`src/ident_pkg.sv`:
```
// constants for the identification register and the control register attribute bit
package ident_pkg;
    localparam int          WORD_W          = 32;
    localparam logic [3:0]  REG_IDENT       = 4'h0;
    localparam logic [3:0]  REG_CONTROL     = 4'h1;
    localparam int          IMPL_LSB        = 24;
    localparam int          ARCH_LSB        = 16;
    localparam int          GEN_LSB         = 13;
    localparam int          CREV_LSB        = 10;
    localparam int          PROD_LSB        = 4;
    localparam int          STEP_LSB        = 0;
    localparam logic [7:0]  ARCH_V5TE       = 8'h05;
    localparam int          ATTR_BIT        = 1;
    localparam logic [31:0] CONTROL_RESET   = 32'h0000_0000;
    // arbitrary neutral identity values
    localparam logic [7:0]  IMPL_DEFAULT    = 8'h5A;
    localparam logic [2:0]  GEN_DEFAULT     = 3'h1;
    localparam logic [2:0]  CREV_DEFAULT    = 3'h0;
    localparam logic [5:0]  PROD_DEFAULT    = 6'h11;
    localparam logic [3:0]  STEP_DEFAULT    = 4'h0;
endpackage

```
`src/ident_word.sv`:
```
// assembles the constant identification word from its fields
module ident_word
    import ident_pkg::*;
#(
    parameter logic [7:0] IMPL = IMPL_DEFAULT,
    parameter logic [2:0] GEN  = GEN_DEFAULT,
    parameter logic [2:0] CREV = CREV_DEFAULT,
    parameter logic [5:0] PROD = PROD_DEFAULT,
    parameter logic [3:0] STEP = STEP_DEFAULT
) (
    output wire logic [31:0] word
);
    assign word = {IMPL,
                   ARCH_V5TE,
                   GEN,
                   CREV,
                   PROD,
                   STEP};
endmodule

```
`src/processor_id_register.sv`:
```
// coprocessor register reads of the identification word and control attribute bit
// Behaviour
// - identification register is 32 bits, constant, writes ignored
// - one word carries maker, product and stepping fields
// - bits 23:16 read 0x05, architecture version 5TE
// - core generation field is fixed per core feature set
// - bits 3:0 hold stepping, zero for first, counting up
// - core revision field independent of stepping field
module processor_id_register
    import ident_pkg::*;
#(
    parameter logic [7:0] IMPL = IMPL_DEFAULT,
    parameter logic [2:0] GEN  = GEN_DEFAULT,
    parameter logic [2:0] CREV = CREV_DEFAULT,
    parameter logic [5:0] PROD = PROD_DEFAULT,
    parameter logic [3:0] STEP = STEP_DEFAULT
) (
    input  wire logic        clk,
    input  wire logic        rstn,
    input  wire logic        rd_en,
    input  wire logic        wr_en,
    input  wire logic [3:0]  reg_num,
    input  wire logic [31:0] wr_data,
    output logic      [31:0] rd_data,
    output logic             rd_valid,
    output logic             attr_enable
);
    ////////////////////////////////////////////////////////////////
    logic [31:0] ident;
    logic [31:0] control;
    logic [31:0] next_control;
    logic [31:0] next_rd_data;
    logic        next_rd_valid;

    ////////////////////////////////////////////////////////////////
    // register number decoding, shared by the write path and the checks; the read path decodes with its own case
    function automatic logic is_ident(input logic [3:0] num);
        return num == REG_IDENT;
    endfunction

    function automatic logic is_control(input logic [3:0] num);
        return num == REG_CONTROL;
    endfunction

    ////////////////////////////////////////////////////////////////
    // identification word, fixed by parameters
    ident_word #(
        .IMPL (IMPL),
        .GEN  (GEN),
        .CREV (CREV),
        .PROD (PROD),
        .STEP (STEP)
    ) u_word (
        .word (ident)
    );

    ////////////////////////////////////////////////////////////////
    // control store: the attribute select is dropped on every write
    always_comb begin
        next_control = control;
        if (wr_en && is_control(reg_num)) begin
            next_control = wr_data;
        end
        next_control[ATTR_BIT] = 1'b0;
    end

    always_ff @(posedge clk or negedge rstn) begin
        if (!rstn) begin
            control <= CONTROL_RESET;
        end else begin
            control <= next_control;
        end
    end

    ////////////////////////////////////////////////////////////////
    // read path: one registered answer per request, unmapped numbers read zero
    always_comb begin
        next_rd_valid = rd_en;
        next_rd_data  = 32'h0000_0000;
        if (rd_en) begin
            case (reg_num)
                REG_IDENT:   next_rd_data = ident;
                REG_CONTROL: next_rd_data = control;
                default:     next_rd_data = 32'h0000_0000;
            endcase
        end
    end

    always_ff @(posedge clk or negedge rstn) begin
        if (!rstn) begin
            rd_data  <= 32'h0000_0000;
            rd_valid <= 1'b0;
        end else begin
            rd_data  <= next_rd_data;
            rd_valid <= next_rd_valid;
        end
    end

    // attribute is not implemented, so its select never reaches logic
    assign attr_enable = control[ATTR_BIT];

    ////////////////////////////////////////////////////////////////
    chk_ident_arch: assert property (@(posedge clk) disable iff (!rstn)
        rd_en && reg_num == REG_IDENT |=> rd_data[23:16] == ARCH_V5TE)
        else $error("architecture field wrong");
    chk_ident_const: assert property (@(posedge clk) disable iff (!rstn)
        rd_en && reg_num == REG_IDENT ##1 rd_en && reg_num == REG_IDENT |=> rd_data == $past(rd_data))
        else $error("identification word changed");
    chk_ident_step: assert property (@(posedge clk) disable iff (!rstn)
        rd_en && reg_num == REG_IDENT |=> rd_data[3:0] == STEP)
        else $error("stepping field wrong");
    chk_ident_gen: assert property (@(posedge clk) disable iff (!rstn)
        rd_en && reg_num == REG_IDENT |=> rd_data[15:13] == GEN)
        else $error("generation field wrong");
    chk_ident_crev: assert property (@(posedge clk) disable iff (!rstn)
        rd_en && reg_num == REG_IDENT |=> rd_data[12:10] == CREV)
        else $error("core revision field wrong");
    chk_ident_maker: assert property (@(posedge clk) disable iff (!rstn)
        rd_en && reg_num == REG_IDENT |=> rd_data[31:24] == IMPL && rd_data[9:4] == PROD)
        else $error("maker or product field wrong");
    chk_attr_zero: assert property (@(posedge clk) disable iff (!rstn)
        wr_en && reg_num == REG_CONTROL ##1 rd_en && reg_num == REG_CONTROL |=> !rd_data[ATTR_BIT])
        else $error("attribute bit read nonzero");
    chk_ctrl_store: assert property (@(posedge clk) disable iff (!rstn)
        wr_en && reg_num == REG_CONTROL ##1 !wr_en && rd_en && reg_num == REG_CONTROL
        |=> rd_data[31:2] == $past(wr_data[31:2], 2))
        else $error("control write lost");
    chk_rd_valid: assert property (@(posedge clk) disable iff (!rstn)
        rd_en |=> rd_valid)
        else $error("read not answered");

    ////////////////////////////////////////////////////////////////
    // further checks on the read path
    chk_rd_idle: assert property (@(posedge clk) disable iff (!rstn)
        !rd_en |=> !rd_valid && rd_data == 32'h0000_0000)
        else $error("idle read outputs not cleared");

    chk_rd_cause: assert property (@(posedge clk) disable iff (!rstn)
        rd_valid |-> $past(rd_en))
        else $error("read answer without a request");

    chk_rd_one_cycle: assert property (@(posedge clk) disable iff (!rstn)
        rd_valid && !rd_en |=> !rd_valid)
        else $error("read answer stood too long");

    chk_unmapped_zero: assert property (@(posedge clk) disable iff (!rstn)
        rd_en && !is_ident(reg_num) && !is_control(reg_num)
        |=> rd_data == 32'h0000_0000)
        else $error("unmapped register read nonzero");

    chk_ctrl_read: assert property (@(posedge clk) disable iff (!rstn)
        rd_en && is_control(reg_num) |=> rd_data == $past(control))
        else $error("control read wrong");

    // a read and a write in the same cycle return the value from before the write
    chk_read_old_ctrl: assert property (@(posedge clk) disable iff (!rstn)
        rd_en && wr_en && is_control(reg_num)
        |=> rd_data == $past(control))
        else $error("same cycle read saw the new control value");

    // looked at one edge later, so the very first reset edge need not settle values
    chk_reset_state: assert property (@(posedge clk)
        !rstn |=> !rd_valid && rd_data == 32'h0000_0000 && control == CONTROL_RESET)
        else $error("reset state wrong");

    ////////////////////////////////////////////////////////////////
    // checks on the identification word as assembled and as read
    chk_word_maker: assert property (@(posedge clk) disable iff (!rstn)
        ident[IMPL_LSB +: 8] == IMPL && ident[PROD_LSB +: 6] == PROD)
        else $error("assembled maker or product field wrong");

    chk_word_arch: assert property (@(posedge clk) disable iff (!rstn)
        ident[ARCH_LSB +: 8] == ARCH_V5TE)
        else $error("assembled architecture field wrong");

    chk_word_step: assert property (@(posedge clk) disable iff (!rstn)
        ident[STEP_LSB +: 4] == STEP)
        else $error("assembled stepping field wrong");

    chk_word_gen: assert property (@(posedge clk) disable iff (!rstn)
        ident[GEN_LSB +: 3] == GEN && ident[CREV_LSB +: 3] == CREV)
        else $error("assembled generation or revision field wrong");

    chk_ident_read_word: assert property (@(posedge clk) disable iff (!rstn)
        rd_en && is_ident(reg_num) |=> rd_data == $past(ident))
        else $error("identification read wrong");

    chk_ident_nowrite: assert property (@(posedge clk) disable iff (!rstn)
        wr_en && is_ident(reg_num) ##1 rd_en && is_ident(reg_num)
        |=> rd_data[ARCH_LSB +: 8] == ARCH_V5TE && rd_data[IMPL_LSB +: 8] == IMPL)
        else $error("write reached the identification word");

    ////////////////////////////////////////////////////////////////
    // checks on the control store and its unimplemented attribute bit
    chk_attr_low: assert property (@(posedge clk) disable iff (!rstn)
        !attr_enable && !control[ATTR_BIT])
        else $error("attribute select set");

    chk_ctrl_bit_clear: assert property (@(posedge clk) disable iff (!rstn)
        wr_en && is_control(reg_num) && wr_data[ATTR_BIT] |=> !control[ATTR_BIT])
        else $error("attribute bit stored a one");

    chk_ctrl_write: assert property (@(posedge clk) disable iff (!rstn)
        wr_en && is_control(reg_num)
        |=> control[31:2] == $past(wr_data[31:2]) && control[0] == $past(wr_data[0]))
        else $error("control write not stored");

    chk_ctrl_hold: assert property (@(posedge clk) disable iff (!rstn)
        !(wr_en && is_control(reg_num))
        |=> control == $past(control))
        else $error("control changed without a write");

    cov_ident_read: cover property (@(posedge clk) disable iff (!rstn) rd_en && reg_num == REG_IDENT);
    cov_ident_write: cover property (@(posedge clk) disable iff (!rstn) wr_en && reg_num == REG_IDENT);
    cov_attr_write: cover property (@(posedge clk) disable iff (!rstn) wr_en && reg_num == REG_CONTROL && wr_data[1]);
    cov_back_to_back: cover property (@(posedge clk) disable iff (!rstn)
        rd_en && is_ident(reg_num) ##1 rd_en && is_ident(reg_num));
    cov_read_while_write: cover property (@(posedge clk) disable iff (!rstn)
        rd_en && wr_en && is_control(reg_num));
endmodule

```
`config.mk`:
```
export PLATFORM = sky130hd
export DESIGN_NAME = processor_id_register
export DESIGN_NICKNAME = d
export VERILOG_FILES = /design/src/ident_pkg.sv /design/src/ident_word.sv /design/src/processor_id_register.sv
export SDC_FILE = /design/constraint.sdc
export NUM_CORES = 1
export LEC_CHECK = 0
export BUFFER_PORTS_ARGS = -buffer_cell sky130_fd_sc_hd__buf_2
export CAP_MARGIN = 20
export CORE_MARGIN = 3
export CORE_UTILIZATION = 38
export CTS_CLUSTER_DIAMETER = 50
export DETAILED_ROUTE_END_ITERATION = 6
export PLACE_DENSITY = 0.65
export SYNTH_ARGS = -nofsm -noshare
export SYNTH_HDL_FRONTEND = slang
export SYNTH_SLANG_ARGS = --single-unit
export TNS_END_PERCENT = 1
```
`constraint.sdc`:
```
create_clock -name clk -period 0.9 [get_ports clk]
set_clock_uncertainty 0.2 [all_clocks]
set_input_delay 0.09 -clock clk [delete_from_list [all_inputs] [get_ports clk]]
set_output_delay 0.09 -clock clk [all_outputs]
set_load 0.05 [all_outputs]
```
==> results of run 1 <==
-- per-stage QoR --
step | cell area, um^2 | std cells | worst slack, ns | TNS (ns)
2_1_floorplan | 2290 | 150 | -0.434 | -22.92
3_3_place_gp | 2730 | 288 | -0.578 | -34.48
3_5_place_dp | 2730 | 288 | -0.612 | -35.36
4_1_cts | 3200 | 306 | -0.297 | -20.46
5_1_grt | 3210 | 306 | -0.315 | -21.93
6_report | 3210 | 306 | -0.262 | -19.85
-- sequential cells by signal, summed over array words and instances (netlist names) --
signal / cells
control: 31
rd_data: 31
rd_valid: 1
-- worst min path at each step --
stage | from | to | slack [ns] | cells after the start
final | wr_data[30] | control[30] | -0.22 | 2
after global routing | wr_data[14] | control[14] | -0.24 | 2
after floorplan | rstn | control[0] | -0.41 | 0
after detailed placement | rstn | rd_data[20] | -0.1 | 2
after global placement | rstn | rd_data[20] | -0.1 | 2
after CTS | wr_data[31] | control[31] | -0.24 | 2
-- routing by layer --
layer | vias up | part of all wire (%) | global-route usage [%]
li1 | 636 | - | -
met1 | 656 | 38 | 15.1
met2 | 56 | 51 | 22.6
met3 | 8 | 9.6 | 9.03
met4 | 0 | 1.8 | 5.20
met5 | - | 0 | 0
-- what timing repair did --
item                       in CTS  in global routing
pin swaps                       6                  2
setup endpoints to repair      94                 94
resized for setup              71                  3
hold endpoints to repair      104                 40
-- layout make-up --
| class | instances | share of cell area, % |
|---|---|---|
| Clock buffer | 13 | 4.96 |
| Clock inverter | 3 | 2.03 |
| Inverter | 10 | 1.17 |
| Multi-Input combinational cell | 68 | 19.1 |
| Sequential cell | 63 | 49.2 |
| Tap cell | 72 | 2.81 |
| Timing Repair Buffer | 77 | 20.8 |
-- power by group --
group | switching [mW] | total (mW) | internal [mW]
combinational | 0.353 | 0.764 | 0.411
clock | 0.988 | 2.70 | 1.71
sequential | 0.151 | 3.33 | 3.18
total | 1.49 | 6.79 | 5.30
-- Yosys cell counts --
| master | instances | area share (%) |
|---|---|---|
| nand2_1 | 1 | 0.17 |
| buf_4 | 3 | 1.0 |
| clkbuf_1 | 1 | 0.17 |
| or4b_1 | 1 | 0.44 |
| nor4_2 | 1 | 0.55 |
| conb_1 | 1 | 0.17 |
| buf_6 | 2 | 1.0 |
| and2_1 | 22 | 6.1 |
| mux2_2 | 29 | 14 |
| mux2_1 | 2 | 1.0 |
| buf_2 | 3 | 0.66 |
| dfrtp_1 | 63 | 70 |
| nor2_8 | 1 | 0.89 |
| inv_1 | 10 | 1.7 |
| a21oi_1 | 9 | 2.0 |
-- logic make-up (layout without fill, tap and decap cells) --
| logic type | Yosys count | in the layout | synth area share [%] |
|---|---|---|---|
| AOI/OAI and AO/OA | 9 | 9 | 1.99 |
| DFF | 63 | 63 | 69.8 |
| and+or+nand+nor | 26 | 26 | 8.14 |
| muxes | 31 | 31 | 15.4 |
| buffers and inverters | 19 | 103 | 4.48 |
| other | 1 | 2 | 0.166 |
==> metrics.txt, run 1 <==
final setup violation count between 90 and 100; clock sink count 63; Worst Path Required ~0.61 ns; Iter 0 DRT Violations 38; routed wire length 4450 um; Worst IR Drop VDD ~1300 uV; total congestion overflow 0; routed vias/inst between 4 and 5; Vias 1356; routability cong. roughly 0.73; largest net degree at the start of global routing 34; Max FO, Critical Path 1; worst-skew pair later-pin latency 0.33 ns; arrival time worst endpoint just under 0.9 ns; stages on the worst setup path 1; Synth Warn # 0; Final ANT Viol Nets 0; Area growth, synth to finish 41.9%; Critical path origin rd_data[15]; Slew Viols, Final 0; Worst Hold Class in -> reg; HPWL after detailed placement about 3000 um; Worst path slowest cell dfrtp_1; period utilization 129%; Row Count 27; Die Span Y 83.1 um; vias in the first global route approximately 1600; critical path endpoint rd_data[15]; sequential fraction of the synthesis area a little over two thirds; RSZ-0062 raised after global routing yes; # diodes 0; Buf/Inv on CP 1; most frequent cells in the layout dfrtp_1 (63), buf_2 (36), buf_6 (34); Cell Area, Synth 2260 um^2; outcome complete, but fails checks; PnR worst setup slack -0.262 ns; Achievable Freq around 860 MHz; CP peak stage delay a little under 0.4 ns; Die ar. approximately 6900 um^2; die span in x a little over 80 um; MaxCap Viol Count 0; worst reg-to-reg setup slack -0.06 ns; global-route wire length before repair 7520 um; core area between 5000 and 6000 um^2; Hold Buf Count CTS 2; H-tree depth 3; Synth Register Bits 63; Longest Clk Path Bufs 2; initial antenna violation count 0; worst flop-to-flop path endpoint control[31]; DRC viols 0; IO Count 74; failing checks hold timing, setup timing; total track usage 14.2%; fin crit period roughly 1.2 ns; commonest non-fill, non-tap cell in the layout dfrtp_1; Multi-input gate area 613 um^2; CTS tree built; mean area per synthesized cell ~15 um^2; Fin. Hold Viols 40; layout cells sized above 1 a little over half; DRT Pass-1 Iters 3; post-CTS setup buffer count 0; Seq. cell area around 1600 um^2; final core occ about 57%; CTS buffer count 9; critical-path cell list buf_6; # fillers between 400 and 500; Worst setup EP type primary output; Starting Density around two fifths; Tot Pwr 6.79 mW; worst reg2reg path depth 1; nets around 270; worst hold margin -0.221 ns; port bufs 70; Worst setup SP type register; Cells after Synth ~150; critical path's top delay family flip-flops; CP Class reg -> out; PD cells between 2000 and 2500 nW/um^2; Cell variety after synth 15; RR Startpoint control[31]; WL/cell between 10 and 15 um; CTS root buf clkbuf_8; leak pwr approximately 1.6 nW; clk slew on worst S/H paths about 0.060 ns
Power figures use the tool's default switching activity.
==> run 2, diff against run 1 <==
CORE_MARGIN = 5   (was 3)
MAX_ROUTING_LAYER = met4   (was default)
==> metrics.txt, run 2 (synthesis gave the netlist of run 1 again) <==
outcome complete, but fails checks; failing checks hold timing, setup timing; worst hold margin -0.218 ns; CTS tree built; Final ANT Viol Nets 0; Achievable Freq around 860 MHz; Worst Path Required between 0.6 and 0.7 ns; largest net degree at the start of global routing 34; Pint between 5 and 6 mW; period utilization 129%; die span in x 87.1 um; Worst setup EP type primary output; Starting Density 38.6%; CTS root buf clkbuf_8; Iter 0 DRT Violations 27; worst-skew pair later-pin latency around 0.32 ns; CTS buffer count 9; Hold Buf Count CTS 2; RSZ-0062 raised after global routing yes; commonest non-fill, non-tap cell in the layout dfrtp_1; PnR worst setup slack -0.262 ns; PD cells 2100 nW/um^2; # diodes 0; nets between 200 and 300; clock sink count 63; final setup violation count 94; Worst IR Drop VDD just over 900 uV; CP peak stage delay about 0.4 ns; IO Count between 70 and 80; fin crit period between 1 and 1.5 ns; Worst setup SP type register; # fillers between 400 and 500; Comb power frac roughly an eighth; vias in the first global route about 1400; global-route wire length before repair slightly above 7000 um; Row Count 28; Buf/Inv on CP 1; H-tree depth 3; sequential share of power 49.0%; Max FO, Critical Path 1; CP Class reg -> out; total track usage approximately an eighth; critical path's top delay family flip-flops; total congestion overflow 0; WL/cell 14.2 um; fin area 3230 um^2; Area growth, synth to finish 43.1%; initial antenna violation count 0; HPWL after detailed placement between 2000 and 3000 um; DRT Pass-1 Iters 2; Vias 1333; critical-path cell list buf_6; placed instance area 2740 um^2; Worst Hold Class in -> reg; core area 5850 um^2; Slew Viols, Final 0; port bufs 70; sw frac a little under a quarter; leak pwr roughly 1.6 nW; routed wire length 4400 um; Die ar. around 7600 um^2; routability cong. between 0.7 and 0.8; arrival time worst endpoint between 0.8 and 0.9 ns; Worst path slowest cell dfrtp_1; DRC viols 0; most frequent cells in the layout dfrtp_1 (63), buf_2 (36), buf_6 (33); clock share of power about two fifths; clk slew on worst S/H paths ~0.070 ns; layout cells sized above 1 between 50 and 60%; Longest Clk Path Bufs 2; switching power 1.55 mW; Cell Count, Final, Fillers Out 310; Largest regs control x31, rd_data x31, rd_valid x1; Cells after DPL a little under 300; Die Span Y 87.1 um; Fin. Hold Viols 40; routed vias/inst between 4 and 5; MaxCap Viol Count 0
## run 2: cell count changes in the layout (fill, tap and decap cells not counted), sizes merged
cell,previous run,this run
clkbuf,13,10
buf,75,76
clkinv,1,4
## run 2: repair_timing
action                     in CTS  in global routing
pin swaps                      16                  5
buffers inserted                0                  0
resized for setup              67                 10
hold endpoints to repair      104                 40
setup endpoints to repair      94                 94
## run 2: through the flow
step / worst slack, ns / setup TNS, ns / hold slack [ns] / power, mW / utilization, %
2_1_floorplan: -0.434 / -22.92 / -0.406 / 3.81 / -
3_3_place_gp: -0.574 / -34.04 / -0.0949 / 4.05 / 46.8
3_5_place_dp: -0.603 / -35.32 / -0.0963 / 4.09 / 46.8
4_1_cts: -0.292 / -21.01 / -0.234 / 6.82 / 54.6
5_1_grt: -0.310 / -22.59 / -0.232 / 7.14 / 55.3
6_report: -0.262 / -20.19 / -0.218 / 6.80 / 55.3
## run 2: area by class of cell
type / count / area, um^2 / share of cell area [%]
inverter: 10 / 37.5 / 1.16
clock buffer: 10 / 138 / 4.26
sequential: 63 / 1580 / 48.7
multi-input combinational: 68 / 628 / 19.4
timing repair buffer: 78 / 677 / 20.9
clock inverter: 6 / 83.8 / 2.59
tap: 75 / 93.8 / 2.90
## run 2: routing by layer
layer	GRT usage [%]	wire length [um]	vias to the layer above
li1	-	-	641
met1	15.8	1860	640
met2	19.8	2260	44
met3	2.37	229	8
met4	7.53	55	0
met5	-	0	-
## run 2: final timing paths
path / startpoint / end / slack (ns) / cells past startpoint
setup / recovery: rd_data[0] / rd_data[0] / -0.26 / 1
hold reg to reg: control[31] / rd_data[31] / 0.27 / 1
min in group asynchronous: rstn / rd_data[21] / 0.09 / 3
max in group asynchronous: rstn / control[0] / 0.23 / 3
hold / removal: wr_data[30] / control[30] / -0.22 / 2
setup reg to reg: control[11] / control[11] / -0.08 / 1
## run 2: power groups by stage
stage / sequential, mW / combinational, mW / clock [mW]
6_report: 3.33 / 0.794 / 2.67
5_1_grt: 3.38 / 0.874 / 2.88
4_1_cts: 3.33 / 0.755 / 2.73
3_5_place_dp: 3.37 / 0.712 / 0
3_3_place_gp: 3.36 / 0.690 / 0
2_1_floorplan: 3.42 / 0.389 / 0
